$ cat config.mk
export PLATFORM = sky130hd
export DESIGN_NAME = flash_command_host
export DESIGN_NICKNAME = d
export VERILOG_FILES = /design/src/design/bus_cycle_engine.v /design/src/design/flash_command_host.v
export VERILOG_INCLUDE_DIRS = /design/src /design/src/design
export SDC_FILE = /design/constraint.sdc
export NUM_CORES = 1
export LEC_CHECK = 0
export BUFFER_PORTS_ARGS = -buffer_cell sky130_fd_sc_hd__buf_2
export CAP_MARGIN = 20
export CELL_PAD_IN_SITES_DETAIL_PLACEMENT = 0
export CELL_PAD_IN_SITES_GLOBAL_PLACEMENT = 1
export CORE_MARGIN = 3
export CORE_UTILIZATION = 46
export DETAILED_ROUTE_END_ITERATION = 6
export PLACE_DENSITY = 0.8
export RECOVER_POWER = 50
export SLEW_MARGIN = 10
export SYNTH_ARGS = -nofsm -noshare
export SYNTH_HDL_FRONTEND = slang
export SYNTH_SLANG_ARGS = --single-unit
$ cat constraint.sdc
create_clock -name sysClk -period 8.3 [get_ports sysClk]
set_input_delay 2.075 -clock sysClk [delete_from_list [all_inputs] [get_ports sysClk]]
set_output_delay 2.075 -clock sysClk [all_outputs]
set_load 0.01 [all_outputs]
$ cat src/design/flash_cmd_consts.vh
// Command codes, addresses and timing for the flash command host.
// Included by the host modules; definitions only.
`ifndef FLASH_CMD_CONSTS_VH
`define FLASH_CMD_CONSTS_VH
`define ADDR_UNLOCK1 12'hAAA
`define ADDR_UNLOCK2 12'h554
`define ADDR_ID 12'h002
`define ADDR_PROT 12'h004
`define DAT_UNLOCK1 8'hAA
`define DAT_UNLOCK2 8'h55
`define CMD_PROGRAM 8'hA0
`define CMD_ERASE 8'h80
`define CMD_SECTOR 8'h30
`define CMD_BULK 8'h10
`define CMD_SUSPEND 8'hB0
`define CMD_RESUME 8'h30
`define CMD_RESET 8'hF0
`define CMD_ID 8'h90
`define CMD_BYPASS 8'h20
`define CMD_BYPASS_EXIT 8'h00
`define OP_READ 4'h0
`define OP_PROGRAM 4'h1
`define OP_SECTOR_ERASE 4'h2
`define OP_BULK_ERASE 4'h3
`define OP_SUSPEND 4'h4
`define OP_RESUME 4'h5
`define OP_RESET 4'h6
`define OP_READ_ID 4'h7
`define OP_READ_PROT 4'h8
`define OP_BYPASS_ENTER 4'h9
`define OP_BYPASS_EXIT 4'hA
`define OP_ADD_SECTOR 4'hB
`define CLK_NS 8
`define STROBE_CYCLES 4
`define ADD_WINDOW_US 80
// 80 us at the 8 ns clock, sized to the window counter
`define ADD_WINDOW_CYCLES 24'h002710
`endif

$ cat src/design/bus_cycle_engine.v
// One bus cycle on the flash pins: address, write or read strobe low, then high.
// Assumes the device samples address at strobe fall, data at strobe rise.
`timescale 1ns/10ps
`default_nettype none
`include "flash_cmd_consts.vh"
module bus_cycle_engine (
	input wire sysClk,
	input wire rstSyncN,
	input wire clkEn,
	input wire start,
	input wire isWrite,
	input wire [23:0] addrIn,
	input wire [15:0] dataIn,
	input wire [15:0] busDataIn,
	output reg [23:0] busAddr,
	output reg [15:0] busDataOut,
	output reg busDataOeN,
	output reg writeStrobeN,
	output reg readStrobeN,
	output reg [15:0] readData,
	output reg done
);
	reg [3:0] phase_q;
	always @(posedge sysClk or negedge rstSyncN) begin
		if (!rstSyncN) begin
			phase_q <= 4'h0;
			busAddr <= 24'h000000;
			busDataOut <= 16'h0000;
			busDataOeN <= 1'b1;
			writeStrobeN <= 1'b1;
			readStrobeN <= 1'b1;
			readData <= 16'h0000;
			done <= 1'b0;
		end else if (clkEn) begin
			done <= 1'b0;
			if (phase_q == 4'h0) begin
				if (start) begin
					busAddr <= addrIn;
					busDataOut <= dataIn;
					phase_q <= 4'h1;
				end
			end else if (phase_q == 4'h1) begin
				// Address is stable one cycle before the falling strobe
				writeStrobeN <= ~isWrite;
				readStrobeN <= isWrite;
				busDataOeN <= ~isWrite;
				phase_q <= 4'h2;
			end else if (phase_q == `STROBE_CYCLES + 1) begin
				// Data still driven at the rising edge
				if (!readStrobeN)
					readData <= busDataIn;
				writeStrobeN <= 1'b1;
				readStrobeN <= 1'b1;
				phase_q <= phase_q + 4'h1;
			end else if (phase_q == `STROBE_CYCLES + 2) begin
				busDataOeN <= 1'b1;
				done <= 1'b1;
				phase_q <= 4'h0;
			end else begin
				phase_q <= phase_q + 4'h1;
			end
		end
	end
endmodule
`default_nettype wire

$ cat src/design/flash_command_host.v
// Host that issues flash command sequences over a parallel MCU bus.
// Assumes the flash device is outside, with sector selects driven here.
`timescale 1ns/10ps
`default_nettype none
`include "flash_cmd_consts.vh"
module flash_command_host (
	input wire sysClk,
	input wire rst_n,
	input wire clkEn,
	input wire reqValid,
	output wire reqReady,
	input wire [3:0] reqOp,
	input wire reqSecondary,
	input wire [3:0] reqSector,
	input wire [23:0] reqAddr,
	input wire [15:0] reqData,
	input wire codeInSecondary,
	output reg rspValid,
	output reg [15:0] rspData,
	output reg rspRefused,
	output reg bypassActive,
	output reg suspendActive,
	output reg eraseRunning,
	output reg [23:0] busAddr,
	output reg [15:0] busDataOut,
	input wire [15:0] busDataIn,
	output reg busDataOeN,
	output reg writeStrobeN,
	output reg readStrobeN,
	output reg [15:0] primarySectorSelect,
	output reg [3:0] secondarySectorSelect,
	input wire readyBusyPin
);
	localparam S_IDLE = 3'd0;
	localparam S_SEQ = 3'd1;
	localparam S_WAIT = 3'd2;
	localparam S_DONE = 3'd3;
	localparam S_POLL = 3'd4;
	reg rstMeta_q, rstSync_q;
	always @(posedge sysClk or negedge rst_n) begin
		if (!rst_n) begin
			rstMeta_q <= 1'b0;
			rstSync_q <= 1'b0;
		end else begin
			rstMeta_q <= 1'b1;
			rstSync_q <= rstMeta_q;
		end
	end
	reg [2:0] state_q;
	reg [2:0] step_q;
	reg [2:0] steps_q;
	reg [3:0] op_q;
	reg sec_q;
	reg [3:0] sector_q;
	reg [23:0] addr_q;
	reg [15:0] data_q;
	reg [23:0] addTimer_q;
	reg start;
	reg isWrite;
	reg [23:0] cyAddr;
	reg [15:0] cyData;
	wire cyDone;
	wire [15:0] cyRead;
	wire [23:0] engAddr;
	wire [15:0] engDataOut;
	wire engOeN, engWrN, engRdN;
	// Low twelve bits carry the code; upper bits follow the target
	function [23:0] cmdAddr;
		input [23:0] base;
		input [11:0] low;
		begin
			cmdAddr = {base[23:12], low};
		end
	endfunction
	// Sequence length in bus cycles per operation
	function [2:0] seqLen;
		input [3:0] op;
		input byp;
		begin
			case (op)
			`OP_PROGRAM: seqLen = byp ? 3'd2 : 3'd4;
			`OP_SECTOR_ERASE: seqLen = 3'd6;
			`OP_BULK_ERASE: seqLen = 3'd6;
			`OP_READ_ID: seqLen = 3'd4;
			`OP_READ_PROT: seqLen = 3'd4;
			`OP_BYPASS_ENTER: seqLen = 3'd3;
			`OP_BYPASS_EXIT: seqLen = 3'd2;
			default: seqLen = 3'd1;
			endcase
		end
	endfunction
	// Code array may only be read or reset, whatever the command
	wire ownOk = (reqSecondary != codeInSecondary) || (reqOp == `OP_READ) ||
		(reqOp == `OP_RESET);
	wire legal = ownOk && ((reqOp == `OP_SUSPEND) ? eraseRunning && !suspendActive :
		(reqOp == `OP_RESUME) ? suspendActive :
		(reqOp == `OP_ADD_SECTOR) ? (addTimer_q != 24'h000000) :
		(reqOp == `OP_BYPASS_EXIT) ? bypassActive :
		((reqOp == `OP_SECTOR_ERASE) || (reqOp == `OP_BULK_ERASE)) ?
		!eraseRunning && !bypassActive : 1'b1);
	assign reqReady = (state_q == S_IDLE) && rstSync_q;
	// Current cycle of the sequence
	always @* begin
		isWrite = 1'b1;
		cyAddr = cmdAddr(addr_q, `ADDR_UNLOCK1);
		cyData = {8'h00, `DAT_UNLOCK1};
		if (bypassActive && op_q == `OP_PROGRAM) begin
			if (step_q == 3'd0)
				cyData = {8'h00, `CMD_PROGRAM};
			else begin
				cyAddr = {addr_q[23:1], 1'b0};
				cyData = data_q;
			end
		end else if (op_q == `OP_BYPASS_EXIT) begin
			cyData = (step_q == 3'd0) ? {8'h00, `CMD_ID} : {8'h00, `CMD_BYPASS_EXIT};
		end else if (steps_q == 3'd1) begin
			case (op_q)
			`OP_READ: begin
				isWrite = 1'b0;
				cyAddr = addr_q;
			end
			`OP_SUSPEND: cyData = {8'h00, `CMD_SUSPEND};
			`OP_RESUME: cyData = {8'h00, `CMD_RESUME};
			`OP_ADD_SECTOR: begin
				cyAddr = {addr_q[23:1], 1'b0};
				cyData = {8'h00, `CMD_SECTOR};
			end
			default: cyData = {8'h00, `CMD_RESET};
			endcase
		end else begin
			case (step_q)
			3'd0, 3'd3: begin
				cyData = {8'h00, `DAT_UNLOCK1};
				if (step_q == 3'd3 && op_q != `OP_SECTOR_ERASE && op_q != `OP_BULK_ERASE) begin
					if (op_q == `OP_PROGRAM) begin
						cyAddr = {addr_q[23:1], 1'b0};
						cyData = data_q;
					end else begin
						isWrite = 1'b0;
						cyAddr = cmdAddr(addr_q, (op_q == `OP_READ_ID) ? `ADDR_ID : `ADDR_PROT);
					end
				end
			end
			3'd1, 3'd4: begin
				cyAddr = cmdAddr(addr_q, `ADDR_UNLOCK2);
				cyData = {8'h00, `DAT_UNLOCK2};
			end
			3'd2: begin
				case (op_q)
				`OP_PROGRAM: cyData = {8'h00, `CMD_PROGRAM};
				`OP_BYPASS_ENTER: cyData = {8'h00, `CMD_BYPASS};
				`OP_READ_ID, `OP_READ_PROT: cyData = {8'h00, `CMD_ID};
				default: cyData = {8'h00, `CMD_ERASE};
				endcase
			end
			default: begin
				if (op_q == `OP_SECTOR_ERASE) begin
					cyAddr = {addr_q[23:1], 1'b0};
					cyData = {8'h00, `CMD_SECTOR};
				end else
					cyData = {8'h00, `CMD_BULK};
			end
			endcase
		end
	end
	wire busyOp = (op_q == `OP_PROGRAM) || (op_q == `OP_SECTOR_ERASE) ||
		(op_q == `OP_BULK_ERASE) || (op_q == `OP_RESUME);
	always @(posedge sysClk or negedge rstSync_q) begin
		if (!rstSync_q) begin
			state_q <= S_IDLE;
			step_q <= 3'd0;
			steps_q <= 3'd1;
			op_q <= `OP_READ;
			sec_q <= 1'b0;
			sector_q <= 4'h0;
			addr_q <= 24'h000000;
			data_q <= 16'h0000;
			addTimer_q <= 24'h000000;
			start <= 1'b0;
			rspValid <= 1'b0;
			rspData <= 16'h0000;
			rspRefused <= 1'b0;
			bypassActive <= 1'b0;
			suspendActive <= 1'b0;
			eraseRunning <= 1'b0;
		end else if (clkEn) begin
			start <= 1'b0;
			rspValid <= 1'b0;
			if (addTimer_q != 24'h000000)
				addTimer_q <= addTimer_q - 24'h000001;
			case (state_q)
			S_IDLE: begin
				if (reqValid) begin
					if (!legal) begin
						rspValid <= 1'b1;
						rspRefused <= 1'b1;
					end else begin
						op_q <= reqOp;
						sec_q <= reqSecondary;
						sector_q <= reqSector;
						addr_q <= reqAddr;
						data_q <= reqData;
						steps_q <= seqLen(reqOp, bypassActive);
						step_q <= 3'd0;
						start <= 1'b1;
						rspRefused <= 1'b0;
						state_q <= S_SEQ;
					end
				end
			end
			S_SEQ: begin
				if (cyDone) begin
					if (step_q == steps_q - 3'd1) begin
						rspData <= cyRead;
						state_q <= S_WAIT;
					end else begin
						step_q <= step_q + 3'd1;
						start <= 1'b1;
					end
				end
			end
			S_WAIT: begin
				// Device needs a cycle or two before it pulls the pin low
				state_q <= busyOp ? S_POLL : S_DONE;
				if (op_q == `OP_BYPASS_ENTER)
					bypassActive <= 1'b1;
				if (op_q == `OP_BYPASS_EXIT || op_q == `OP_RESET)
					bypassActive <= 1'b0;
				if (op_q == `OP_SECTOR_ERASE || op_q == `OP_ADD_SECTOR)
					addTimer_q <= `ADD_WINDOW_CYCLES;
				if (op_q == `OP_SECTOR_ERASE || op_q == `OP_RESUME)
					eraseRunning <= 1'b1;
				if (op_q == `OP_SUSPEND)
					suspendActive <= 1'b1;
				if (op_q == `OP_RESUME)
					suspendActive <= 1'b0;
				if (op_q == `OP_RESET) begin
					suspendActive <= 1'b0;
					eraseRunning <= 1'b0;
				end
			end
			S_POLL: begin
				if (readyBusyPin) begin
					eraseRunning <= 1'b0;
					state_q <= S_DONE;
				end
			end
			default: begin
				rspValid <= 1'b1;
				state_q <= S_IDLE;
			end
			endcase
		end
	end
	// Select stays on for the whole cycle so the device accepts it
	always @(posedge sysClk or negedge rstSync_q) begin
		if (!rstSync_q) begin
			primarySectorSelect <= 16'h0000;
			secondarySectorSelect <= 4'h0;
			busAddr <= 24'h000000;
			busDataOut <= 16'h0000;
			busDataOeN <= 1'b1;
			writeStrobeN <= 1'b1;
			readStrobeN <= 1'b1;
		end else if (clkEn) begin
			busAddr <= engAddr;
			busDataOut <= engDataOut;
			busDataOeN <= engOeN;
			writeStrobeN <= engWrN;
			readStrobeN <= engRdN;
			if (state_q == S_SEQ) begin
				primarySectorSelect <= sec_q ? 16'h0000 : (16'h0001 << sector_q);
				secondarySectorSelect <= sec_q ? (4'h1 << sector_q[1:0]) : 4'h0;
			end else begin
				primarySectorSelect <= 16'h0000;
				secondarySectorSelect <= 4'h0;
			end
		end
	end
	bus_cycle_engine engine (
		.sysClk(sysClk),
		.rstSyncN(rstSync_q),
		.clkEn(clkEn),
		.start(start),
		.isWrite(isWrite),
		.addrIn(cyAddr),
		.dataIn(cyData),
		.busDataIn(busDataIn),
		.busAddr(engAddr),
		.busDataOut(engDataOut),
		.busDataOeN(engOeN),
		.writeStrobeN(engWrN),
		.readStrobeN(engRdN),
		.readData(cyRead),
		.done(cyDone)
	);
endmodule
`default_nettype wire

## After elaboration in Yosys (flattened, before gate mapping)

Cells that the tools add are included.

- $add $sub $neg: 4
- Equality and inequality tests: 46
- Shift operators: 2
- Muxes and demuxes: 86
- Bitwise logic cells: 4
- Reduce and logical (&&, ||, !) cells: 51

Operators by type and width:

| operator | count |
|---|---|
| 16-bit two-way mux | 8 |
| 12-bit two-way mux | 7 |
| 24-bit two-way mux | 3 |
| 16-bit case mux with 3 select lines | 1 |
| 8-bit case mux with 3 select lines | 2 |
| 4-bit by 3-bit equality test with 1-bit output (second input constant) | 10 |
| 1-bit two-way mux | 36 |
| 3-bit two-way mux | 12 |
| 12-bit case mux with 3 select lines | 1 |
| 4-bit equality test (second input constant) | 8 |
| 4-bit two-way mux | 7 |
| 12-bit case mux with 2 select lines | 1 |
| 24-bit nonzero test | 1 |
| 24-bit by 1-bit subtractor with 24-bit output (second input constant) | 1 |
| 4-bit by 2-bit equality test with 1-bit output (second input constant) | 4 |
| 4-bit AND reduction | 4 |
| 1-bit by 4-bit left shift with 16-bit output (first input constant) | 1 |
| 3-bit case mux with 5 select lines | 1 |
| 3-bit AND reduction | 5 |
| 4-bit by 1-bit equality test with 1-bit output (second input constant) | 3 |
| 4-bit zero test | 3 |
| 2-bit inequality test (second input constant) | 6 |
| 3-bit case mux with 4 select lines | 1 |
| 6-bit AND reduction | 2 |
| other kinds (27) | 65 |

- Register bits: 233
- Input port bits: 71
- Output and inout port bits: 85
- Word-level logic and storage cells: 226

## Longest topological paths before layout

Gate-level depths: netlist of run 1.

- Word-level depth: 11
- Gate-level depth with buffers: 9
- Depth with buffers taken out: 8

## Hierarchy

Synthesis of run 1 repeated with hierarchy kept, for this count alone.

- Cells, all modules: 893
- Area, all modules: 10,933.0 um2

Modules (own cells, without submodules):

| module | times used | cells an instance | area each (um2) | sequential area each (um2) |
|---|---|---|---|---|
| flash_command_host | 1 | 722 | 8,086.5 | 4,234.1 |
| bus_cycle_engine | 1 | 171 | 2,846.5 | 1,605.3 |

## Least setup slack after synthesis of run 1

OpenSTA, ideal clock, no wires.

- Path type: register to output
- Start: reg rstSync_q
- End: out reqReady
- Data arrival time: 5,907 ps
- Required time: 6,225 ps
- Slack: 318 ps
- Stages on the path, launching flop included: 2
- Path buffers: 0
- Path through: dfrtp_1 -> and2_1

- Word-level cells in the longest chain between the ends: 1

RTL lines:

| item | line | RTL |
|---|---|---|
| start, declared | flash_command_host.v:39 | `reg rstMeta_q, rstSync_q;` |
| start signal, assigned | flash_command_host.v:46 | `rstSync_q <= rstMeta_q;` |
| 1-bit logical AND | flash_command_host.v:101 | `assign reqReady = (state_q == S_IDLE) && rstSync_q;` |
| end, declared | flash_command_host.v:11 | `output wire reqReady,` |

Every way passes these cells.

## Worst setup path in the final report of run 1

- Start: in clkEn
- End: reg engine.busAddr[3]

- Word-level cells in the longest chain between the ends: 1

RTL lines:

| item | line | RTL |
|---|---|---|
| start, declared | flash_command_host.v:9 | `input wire clkEn,` |
| 3-bit AND reduction (no line) | - |  |
| end signal, assigned | bus_cycle_engine.v:38 | `busAddr <= addrIn;` |
| end, declared | bus_cycle_engine.v:15 | `output reg [23:0] busAddr,` |

Every way passes these cells.
A chain may end at the register's enable or synchronous reset.

==> results list, run 1 <==
- Achievable Freq: 0.184 GHz
- Main combinational cell family by area after synthesis: multiplexers
- The count of buffers added on input and output ports is between 150 and 200.
- Yosys warns: 0
- For this run the aggregate overflow at the end of global routing stands at 0.
- Clock tree from TritonCTS: yes
* Vias in the first global route: between 7,000 and 8,000
- Final hold analysis gives a worst-case slack of approximately 0.35 ns.
* Global-route usage over all layers: 19.0%
* Tot Pwr: roughly 4.4 mW
* Half-perimeter wire length after placement: ~16,000 um
* Number of buffers added for setup after CTS: 0
- Final hold violation count: 0
- OpenSTA, run right after detailed placement, puts the worst setup slack at between 3 and 4 ns.
* Maximum fanout along the worst path: 48
* Tmin final: ~5.4 ns
- The final reports fail on max-capacitance violations, max-slew violations.
* Maximum ir drop on the vdd rail: just over 0.2 mV
- Fraction of the mapped netlist area in simple logic gates: around 13%
- The worst hold path begins at rstMeta_q.
* Most frequently used flop master after synthesis: sky130_fd_sc_hd__dfrtp_1
* Slew @ Worst Pin: 2.87 ns
- From synthesis to final layout, the design area changed by 17.6%.
- Number of optimization iterations in the first detailed-route pass: 5
* Number of nets in the final layout: roughly 1,200
- For this run, the register share of the synthesized area comes to a little over half.
- Row generation in the floorplan step produced 55 rows.
- Portion of netlist area occupied by mux cells: between 15 and 20%
* Slowest stage cell on the critical path: sky130_fd_sc_hd__clkbuf_1
* Synth Area in XOR/XNOR: under 10%
- Placed Cells incl. Taps: approximately 1,300
- Post-synth design cell area: 10,600 um^2
- Once layout is complete, the utilization of the core stands at a little under three fifths.
- Min-delay worst type: flip-flop to flip-flop
* Post-route cell area: about 13,000 um^2
- The first global-routing pass estimated about 39,000 um of wire.
- Synthesized instance count: between 900 and 1,000
* Aggregate negative setup slack: 0 ns
- Dividing the detail-routed via count by the number of cells gives ~5.4.
- Kind of launch point of the worst setup path: primary input
- Power Dens Cells: around 350 nW/um^2
- Height of the chip: 158 um
- The final layout contains routed wiring with a total length of roughly 24,000 um.
* DR WL/cell: 17.2 um
* Number of flip-flops and latches in the synthesized netlist: ~230
- Measured against its own limit, the worst slew margin works out to -91.6%.
- Share of synthesized cell area in full adder, half adder and majority cells: ~1.4%
* Placed inst area: between 10,000 and 15,000 um^2
- Leakage Power: roughly 6 nW
- Walking the worst path, the cells encountered are clkbuf_1 -> buf_4 -> nand2_1 -> nor2_4 -> o41ai_1 -> o21ai_0.
- Summing the areas of all compound-gate instances in the mapped netlist gives 9.46% of the synthesized area.
- Startpoint of the worst register-to-register path: rstSync_q
* Post-CTS Resized: 0
* Average cell area after synthesis: around 12 um^2
- Total DRC errors in the routed layout: 0
* # setup viols final: 0
* Clock root buffer: sky130_fd_sc_hd__clkbuf_16
* Number of distinct standard cells referenced by the synthesized netlist: 73
- Routability Congestion: 0.872
* Via count: around 7,500
* Clk sinks: 233
* Die Outline Area: ~25,000 um^2
- Total number of H-tree levels: 1
- The initial utilization of the core area, before any placement, comes to between 40 and 50%.
- Post-route antenna net violation count: 0
- The detailed router finished its first iteration with roughly 450 violations.
- Minimum setup slack in the final design: 2.87 ns
* Delay of the slowest critical-path stage: approximately 1.6 ns
* Status: finished, violations left
- Clock-pin slew was measured on the worst setup and hold paths at 0.06 ns.
- Worst setup path category: primary input to flip-flop
- Setup repair after global routing missed its margin: no
* Clock latency at the later pin of the worst-skew pair: 0.54 ns
* Count of flip-flops with a built-in enable after synthesis: 0
- Final cycle utilization of the critical path: approximately two thirds
- Commonest cells after routing, fill and taps aside: sky130_fd_sc_hd__dfrtp_1 (226), sky130_fd_sc_hd__buf_2 (143), sky130_fd_sc_hd__nand2_1 (104), sky130_fd_sc_hd__mux2_2 (82), sky130_fd_sc_hd__nor2_1 (65)
- Crit path launch: clkEn
* Number of buffers created by CTS: 27
- Buffers from clock root to sink, at most: 3
- between 150 and 200 I/O pins were placed.
* Most frequent standard cell in the layout excluding fill and tap cells: sky130_fd_sc_hd__dfrtp_1
* Max-slew violations: between 200 and 250
- The tool flagged a number of max-cap violations equal to 4.
- Horizontal extent of the die: 158 um
- For this run, asynchronously set or reset flops after synthesis account for between 90% and 100%.
- Syn_nets: between 1,000 and 1,500
- Entering global routing, the biggest net connects 74 pins.
* Initial antenna violation count: 3
- In the final layout, the share of cells above drive strength 1 is about a third.
* Std-Cell Core Area: 22,700 um^2
* Kind of end point of the critical path: flip-flop
- Data arrival time at the worst-slack endpoint: about 6 ns
* Final non-filler cell total: 1,381
- Hold buffers post-CTS: 0
- Required @ worst endpoint: between 8 and 9 ns
- Worst clock skew: ~0.024 ns
[synth_stat cells, types with 5 or more instances]
master | instances | area [um^2]
sky130_fd_sc_hd__dfrtp_1 | 226 | 5660
sky130_fd_sc_hd__nand2_1 | 104 | 390
sky130_fd_sc_hd__mux2_2 | 82 | 923
sky130_fd_sc_hd__nor2_1 | 66 | 248
sky130_fd_sc_hd__mux2_4 | 48 | 721
sky130_fd_sc_hd__inv_1 | 39 | 146
sky130_fd_sc_hd__o21ai_0 | 37 | 185
sky130_fd_sc_hd__a21oi_1 | 34 | 170
sky130_fd_sc_hd__nand3_1 | 31 | 155
sky130_fd_sc_hd__clkbuf_1 | 30 | 113
sky130_fd_sc_hd__o22ai_1 | 24 | 150
sky130_fd_sc_hd__xnor2_1 | 17 | 149
sky130_fd_sc_hd__nand2b_1 | 14 | 87.6
sky130_fd_sc_hd__ha_1 | 12 | 150
sky130_fd_sc_hd__nor3_1 | 12 | 60.1
sky130_fd_sc_hd__nor2b_1 | 9 | 56.3
sky130_fd_sc_hd__nor4_1 | 9 | 56.3
sky130_fd_sc_hd__a31oi_1 | 7 | 43.8
sky130_fd_sc_hd__buf_1 | 7 | 26.3
sky130_fd_sc_hd__dfstp_2 | 7 | 184
sky130_fd_sc_hd__or3_1 | 7 | 43.8
sky130_fd_sc_hd__o2111ai_1 | 5 | 43.8
sky130_fd_sc_hd__o31ai_1 | 5 | 37.5
sky130_fd_sc_hd__o41ai_1 | 5 | 43.8
sky130_fd_sc_hd__or4_1 | 5 | 37.5
sky130_fd_sc_hd__xor2_1 | 5 | 43.8
[where the power goes]
group          switching [mW]  internal (mW)  total [mW]
clock                   0.462          0.770        1.23
sequential              0.350           1.54        1.89
combinational           0.617          0.627        1.24
[metal layers]
layer | vias to the layer above | wire length [um] | global-route usage [%]
li1 | 3562 | - | -
met1 | 3649 | 11000 | 27.1
met2 | 204 | 10800 | 29.2
met3 | 42 | 1410 | 4.43
met4 | 2 | 577 | 5.45
met5 | - | 13 | 0
[cell families (layout without fill, tap and decap cells)]
| family | Yosys count | after routing |
|---|---|---|
| AO/OA/AOI/OAI | 155 | 155 |
| XOR/XNOR | 22 | 22 |
| adder cells (fa/ha/maj) | 12 | 12 |
| buffers and inverters | 84 | 253 |
| flip-flops | 233 | 233 |
| multiplexers | 133 | 133 |
| other | 1 | 3 |
| AND/OR/NAND/NOR | 285 | 285 |
[state kept, by name (all words and copies together) (netlist names), 4 cells and up]
| register | cells |
|---|---|
| addTimer_q | 24 |
| addr_q | 24 |
| busAddr | 24 |
| busDataOut | 16 |
| data_q | 16 |
| engine.busAddr | 24 |
| engine.busDataOut | 16 |
| engine.phase_q | 4 |
| engine.readData | 16 |
| op_q | 4 |
| primarySectorSelect | 16 |
| rspData | 16 |
| secondarySectorSelect | 4 |
| sector_q | 4 |
[worst max-delay path, delay by kind of cell]
family | cells | cell delay (ns)
and+or+nand+nor | 2 | 1.03
buffers and inverters | 2 | 2.29
AOI/OAI and AO/OA | 2 | 0.44
[area by class of cell]
class / instances / area, um^2
fillers: 2015 / 10200
flip-flops and latches: 233 / 5840
multi-input cells: 608 / 4420
repair buffers: 164 / 821
clock buffers: 39 / 771
well taps: 285 / 357
clock inverters: 11 / 165
inverters: 39 / 146
diodes: 2 / 5.00
[worst paths after layout]
check	slack [ns]	cells after the start	end
setup reg to reg	3.21	2	primarySectorSelect[0]
setup / recovery	2.87	6	engine.busAddr[3]
min in group asynchronous	1.20	0	busAddr[21]
max in group asynchronous	3.21	2	primarySectorSelect[0]
hold reg to reg	0.35	0	rstSync_q
hold / removal	0.35	0	rstSync_q
Power figures use the tool's default switching activity.
==> run 2, diff against run 1 <==
Settings changed: CORE_UTILIZATION 46 to 41, PLACE_DENSITY 0.8 to 0.76.
Clock period 8.3 ns to 4.9 ns, I/O delays scaled along.
==> run 2 against run 1 <==
Critical path type is now flip-flop to flip-flop. Wire length rose by 0.56%. Global-route usage decreased by 1.9 points. Sequential power is 68% higher. Non-clock buffer count increased by 2. Clock skew about the same. Clock-buffer cell count fell by 4. Die area grew 12%. Sequential share of layout area fell by 0.10 points. The run still ends with max-capacitance violations, max-slew violations left. Power grew 67%.
==> results list, run 2 (synthesis results as in run 1) <==
- The routed layout has between 7,000 and 8,000 vias.
- The layout has ~2,300 filler cells.
- Final cycle utilization of the critical path: a little under three quarters
- Derived from the worst setup path, the maximum achievable clock frequency is 0.287 GHz.
* WHS Path Cells: 0
- Prior to clock tree synthesis, the placed netlist has a worst setup slack of 1.39 ns.
- The run finished, with violations left.
- Clock-pin slew was measured on the worst setup and hold paths at 0.06 ns.
- Detailed placement ended at an HPWL of between 15,000 and 20,000 um.
- Boundary Pins: ~160
* # setup viols final: 0
- Sw Share: 33.0%
- Std-Cell Core Area: 25,300 um^2
- Worst setup path category: flip-flop to flip-flop
- Part of the total power dissipated in sequential elements: 43.4%
* Number of placement rows: 58
* Tot Pwr: about 7.3 mW
* Global-route usage over all layers: around 17%
* Clk sinks: 233
* Number of buffers created by CTS: 27
* Post-CTS Resized: 0
* Commonest cells after routing, fill and taps aside: sky130_fd_sc_hd__dfrtp_1 (226), sky130_fd_sc_hd__buf_2 (143), sky130_fd_sc_hd__nand2_1 (104), sky130_fd_sc_hd__mux2_2 (82), sky130_fd_sc_hd__nor2_1 (65)
- Growth of design area from synthesis to finish: 17.9%
- Power Dens Cells: a little under 600 nW/um^2
* Violations in the final reports: max-capacitance violations, max-slew violations
- Total Wirelength: ~24,000 um
- Measured along the y axis, the die boundary spans 167 um.
* Min-delay worst type: flip-flop to flip-flop
- Horizontal extent of the die: about 170 um
* Maximum ir drop on the vdd rail: approximately 0.28 mV
- At the worst endpoint, the arrival time is approximately 4 ns.
* Die Outline Area: 27,900 um^2
* Worst clock skew: around 0.024 ns
* Core Util, Final: approximately half
- In this run the remaining antenna-violating nets after routing total 0.
- Required @ worst endpoint: 5.32 ns
- Buffers from clock root to sink, at most: 3
- Headroom to the max-slew limit came out at -50.1%.
- Once the floorplan was initialized, standard cells occupied 42.0% of the core.
* Aggregate negative setup slack: 0 ns
- At the later pin of the worst-skew pair, clock insertion delay measures around 0.53 ns.
* Minimum setup slack in the final design: between 1 and 1.5 ns
* Setup repair after global routing missed its margin: no
- Tmin final: between 3 and 4 ns
- Maximum number of pins on one net before global-route repair: 74
* Clock root buffer: sky130_fd_sc_hd__clkbuf_16
- The worst setup path is captured at a flip-flop.
- The number of pins exceeding their max-slew limit in the final report came to 211.
* Max Cap Viol: 4
- In the routed layout, each cell is associated on average with a via count of between 5 and 6.
- The first detailed-routing pass ran for 5 iterations.
* NetSw: between 2 and 2.5 mW
* First DRT Iteration DRCs: between 400 and 500
- Leakage Power: between 6 and 7 nW
- Clock tree from TritonCTS: yes
- The number of global-route vias before repair was about 7,500.
* DR WL/cell: between 15 and 20 um
* Hold slack final: ~0.35 ns
- For the pin with the worst max-slew slack, the measured transition is around 2.3 ns.
- Measured in cells, the most critical reg-to-reg path has a length of 9.
* Kind of launch point of the worst setup path: flip-flop
* Most frequent standard cell in the layout excluding fill and tap cells: sky130_fd_sc_hd__dfrtp_1
- Internal power: ~4.9 mW
- Of the total power, the clock network draws between 20% and 30%.
* Count of buffers inserted at the top-level ports: around 160
* Initial antenna violation count: 1
- Combinational logic burns 29.0% of the power.
- Maximum fanout along the worst path: 37
- Routability Congestion: 0.817
- In this run the number of H-tree levels came out at 1.
- The total count of hold-check failures in the final report came to 0.
- The first global-routing pass estimated about 40,000 um of wire.
- Cells with a size suffix above 1 make up between 30% and 40% of the layout.
* Number of buffers added for setup after CTS: 0
- Sum of overflow across all layers after global routing: 0
* Number of nets in the final layout: about 1,200
- After detailed routing, the number of remaining DRC violations is 0.
- Hold repair after CTS inserted 0 buffers.
-- run 2: power by group through the flow --
stage                     logic, mW  clock network (mW)  registers, mW
after detailed placement       2.14                   0           3.20
final                          2.12                2.01           3.18
after floorplan                1.60                   0           3.07
after CTS                      2.15                2.08           3.18
after global routing           2.37                2.17           3.29
after global placement         2.11                   0           3.19
-- run 2: final cells by class --
class | count | area (um^2) | area share (%)
clock buffer | 35 | 746 | 5.94
sequential | 233 | 5840 | 46.5
clock inverter | 13 | 150 | 1.20
multi-input combinational | 608 | 4420 | 35.2
tap | 330 | 413 | 3.29
timing repair buffer | 166 | 835 | 6.65
antenna | 1 | 2.50 | 0.0199
inverter | 39 | 146 | 1.17
-- run 2: worst max-delay path: stages, from the launching register on --
cell	delay, ns
sky130_fd_sc_hd__dfrtp_1	0.42
sky130_fd_sc_hd__inv_1	0.09
sky130_fd_sc_hd__ha_1	0.22
sky130_fd_sc_hd__or4b_2	0.59
sky130_fd_sc_hd__or4_1	0.51
sky130_fd_sc_hd__or4_4	0.46
sky130_fd_sc_hd__a22oi_4	0.26
sky130_fd_sc_hd__nor3_4	0.08
sky130_fd_sc_hd__buf_4	0.35
sky130_fd_sc_hd__mux2_4	0.38
-- run 2: per-layer routing --
metal	vias to the layer above	wire length [um]	GRT usage (%)
met3	21	1270	3.28
met4	0	320	3.42
met1	3622	11200	24.4
met5	-	0	0
met2	147	11100	27.7
li1	3580	-	-
-- run 2: final timing paths --
check,from,end,slack [ns]
max,addTimer_q[0],addr_q[12],1.41
min,rstMeta_q,rstSync_q,0.35
max reg2reg,addTimer_q[0],addr_q[12],1.41
min reg2reg,rstMeta_q,rstSync_q,0.35
max in group asynchronous,rstSync_q,busDataOut[9],1.71
min in group asynchronous,rst_n,rstMeta_q,0.46
-- run 2: per-stage QoR --
step | cells | area [um^2]
5_1_grt | 1425 | 12500
2_1_floorplan | 925 | 10600
4_1_cts | 1424 | 12600
6_report | 1425 | 12500
3_3_place_gp | 1376 | 11700
3_5_place_dp | 1376 | 11700
==> run 3, diff against run 2 <==
Settings changed: ABC_AREA from default to 1, CORE_UTILIZATION 41 to 43, PLACE_DENSITY 0.76 to 0.8.
Clock period 4.9 ns to 3.4 ns, I/O delays scaled along.
==> run 3 against run 2 <==
Clock power grew 40%. Via count increased by 27%. Largest cell class unchanged. Synthesized cell count increased by 49%. Wire length rose by 18%. Critical path type is now primary input to flip-flop. The run still ends with max-capacitance violations, max-slew violations left.
==> results list, run 3 <==
* Status: finished, violations left
* Violations in the final reports: max-capacitance violations, max-slew violations
- Buffers from clock root to sink, at most: 3
- Leading post-synthesis cells by cell area: sky130_fd_sc_hd__dfrtp_1 (51%), sky130_fd_sc_hd__nand2_1 (15%), sky130_fd_sc_hd__inv_1 (4.9%), sky130_fd_sc_hd__o21ai_0 (4.4%), sky130_fd_sc_hd__nand3_1 (4.3%)
- Leakage Power: about 7 nW
- Row generation in the floorplan step produced 58 rows.
* Uppermost metal layer occupied by signal nets: met4
- In this run the number of H-tree levels came out at 1.
* Global-route usage over all layers: between 20% and 30%
- Maximum number of pins on one net before global-route repair: 160
- Number of optimization iterations in the first detailed-route pass: 5
- Sum of overflow across all layers after global routing: 0
* Kind of end point of the critical path: flip-flop
- Adding up every negative setup slack in the final design gives 0 ns.
- Worst clock skew: between 0.007 and 0.008 ns
- Worst reg2reg path endpoint: engine.busAddr[1]
- The worst register-to-register path has a setup slack of 0.93 ns.
- Height of the chip: approximately 170 um
- For this run, the number of Yosys warnings is 0.
- Of the synthesized area, sequential elements account for between 50% and 60%.
- The average instance in the mapped netlist occupies 8.12 um^2.
- When the netlist entered floorplanning its net count stood at roughly 1,500.
- Number of nets in the final layout: 1,609
- Ratio of cells with drive above 1 in the final layout: ~17%
* Post-synthesis cell type with the largest combined area: sky130_fd_sc_hd__dfrtp_1
- In the layout the commonest cells are sky130_fd_sc_hd__nand2_1 (440), sky130_fd_sc_hd__dfrtp_1 (225), sky130_fd_sc_hd__buf_2 (153), sky130_fd_sc_hd__inv_1 (146), sky130_fd_sc_hd__nor2_1 (111).
* Setup repair after global routing missed its margin: no
- The detail route stage leaves a number of antenna-violating nets equal to 0.
* Initial antenna violation count: 0
- In this run the worst path has a maximum fanout of 68.
* Most common library cells after synthesis: sky130_fd_sc_hd__nand2_1 (440), sky130_fd_sc_hd__dfrtp_1 (226), sky130_fd_sc_hd__inv_1 (146)
- Summing over every cut layer, the via total after detailed routing is 9,362.
- Counting distinct cell types in the post-synthesis netlist gives between 40 and 50.
- DR WL/cell: 15.0 um
- The tree is rooted in a sky130_fd_sc_hd__clkbuf_16.
* Clock tree from TritonCTS: yes
* Depth of the worst register-to-register path: 11
- Synthesis handed over a netlist of 1,378 instances.
* Post-Route M1 WL: roughly 14,000 um
- Number of flip-flops and latches in the synthesized netlist: between 200 and 250
- After clock tree synthesis, the clock-pin slew on the worst setup and hold paths is 0.06 ns.
- Number of buffers created by CTS: 26
* Growth of design area from synthesis to finish: 17.1%
- Leading cell type by number of instances after synthesis: sky130_fd_sc_hd__nand2_1
- The path class of the tightest hold or removal check is primary input to asynchronous set/reset pin.
- The most used flip-flop cell after synthesis is sky130_fd_sc_hd__dfrtp_1.
* Die Outline Area: approximately 28,000 um^2
- Power Dens Cells: between 800 and 900 nW/um^2
- The library cell used most frequently in the layout, excluding fill and tap cells, is sky130_fd_sc_hd__nand2_1.
- Boundary Pins: around 160
- Hold buffers post-CTS: 0
- Count of flip-flops with a built-in enable after synthesis: 0
* # setup viols final: 0
- Achievable Freq: between 0.3 and 0.4 GHz
- Data arrival time at the worst-slack endpoint: between 3 and 4 ns
- In the routed layout, each cell is associated on average with a via count of approximately 5.0.
- Hold slack final: 0.0989 ns
- In this run the post-CTS setup repair buffer count came out at 0.
- The routed design uses approximately 1600 um of met3 wire.
- Number of diodes added for antenna fixing: 0
- Routability-driven placement finished with a final weighted congestion of 0.893.
* Vias in the first global route: slightly above 9,000
* Clock latency at the later pin of the worst-skew pair: between 0.5 and 0.6 ns
- Post-CTS repair changed the size of 0 cells.
- Maximum ir drop on the vdd rail: ~0.48 mV
* Crit path launch: clkEn
- Post-synth design cell area: ~11,000 um^2
* Required @ worst endpoint: roughly 3.8 ns
* Wire length on met2: 12,000 um
* Clk sinks: between 200 and 250
- STA classifies the critical path startpoint as a primary input.
- The wire-length estimate of the detail-placed layout is 19,900 um.
- Startpoint of the worst register-to-register path: step_q[1]
- The critical path in this run is classified as primary input to flip-flop.
- The tool flagged a number of max-cap violations equal to 2.
- Relative slew slack: -47.3%
- Tmin final: 2.68 ns
- For this run, design rule violations remaining after detail routing come to 0.
- In this run, the number of DRC markers left after iteration 0 of detailed routing was 730.
* Effective utilization at floorplan: approximately 44%
- The floorplan step set the die width to around 170 um.
- The number of pins exceeding their max-slew limit in the final report was 233.
- The first global-routing pass estimated roughly 47,000 um of wire.
- In the finished design, the share of the clock period the worst path needs comes to 78.9%.
- Final hold violation count: 0
* Slew @ Worst Pin: 2.21 ns
- Of all flip-flops after synthesis, the portion carrying an async set or reset was 100%.
* Count of buffers inserted at the top-level ports: 155
- The final layout contains routed wiring with a total length of about 28,000 um.
- Std-Cell Core Area: approximately 25,000 um^2
- The share of synthesized area in the top cell type comes to about half.
## run 3: cell types whose count changed after synthesis, sizes merged, moves of 15 or more
cell,delta
mux2,-114
nand3,+65
o22ai,-23
nor2,+51
inv,+116
o21ai,+74
xnor2,-15
nand2,+339
## run 3: per-layer routing
| metal | global-route usage, % | vias to the layer above |
|---|---|---|
| met5 | 0 | - |
| met1 | 31.3 | 4390 |
| met3 | 3.07 | 34 |
| met2 | 30.0 | 221 |
| li1 | - | 4717 |
| met4 | 4.38 | 0 |
## run 3: power by group
group          total [mW]  switching (mW)  internal [mW]
logic                3.70            2.38           1.32
registers            4.53           0.743           3.78
clock network        2.81            1.11           1.70
total                11.0            4.24           6.80
## run 3: worst max-delay path by stage
stage,slack (ns),to,cells past startpoint
finish,0.72,busAddr[10],4
floorplan,0.23,reqReady,2
global route,0.47,busDataOut[11],5
detailed placement,0.83,data_q[6],12
CTS,0.80,reqReady,6
global placement,0.86,rspRefused,11
## run 3: logic make-up after synthesis
| kind of cell | after synthesis | share of synthesized area (%) |
|---|---|---|
| other | 1 | 0.0335 |
| and+or+nand+nor | 688 | 25.4 |
| xor gates and xnor gates | 18 | 1.41 |
| muxes | 16 | 1.61 |
| AOI/OAI and AO/OA | 205 | 10.5 |
| buffers and inverters | 205 | 7.53 |
| adders and majority gates | 12 | 1.34 |
| DFF | 233 | 52.2 |
## run 3: final cells by class
type                            count  area [um^2]
Clock buffer                       41          808
Clock inverter                      6         58.8
Fill cell                        2499        12300
Inverter                          155          583
Multi-Input combinational cell    940         4520
Sequential cell                   233         5840
Tap cell                          330          413
Timing Repair Buffer              170          881
## run 3: critical path: stages
cell and delay (ns):
sky130_fd_sc_hd__clkbuf_1 0.76, sky130_fd_sc_hd__clkinv_2 0.30, sky130_fd_sc_hd__clkbuf_2 0.73, sky130_fd_sc_hd__o21ai_0 0.42
## run 3: through the flow
stage	util, %	total power [mW]	instance area (um^2)	std cells	worst slack, ns
3_5_place_dp	48.3	8.27	12300	1828	0.831
4_1_cts	51.7	11.1	13100	1875	0.801
6_report	51.6	11.0	13100	1875	0.716
5_1_grt	51.6	11.9	13100	1875	0.473
3_3_place_gp	48.3	8.19	12300	1828	0.862
2_1_floorplan	-	7.07	11200	1378	0.234
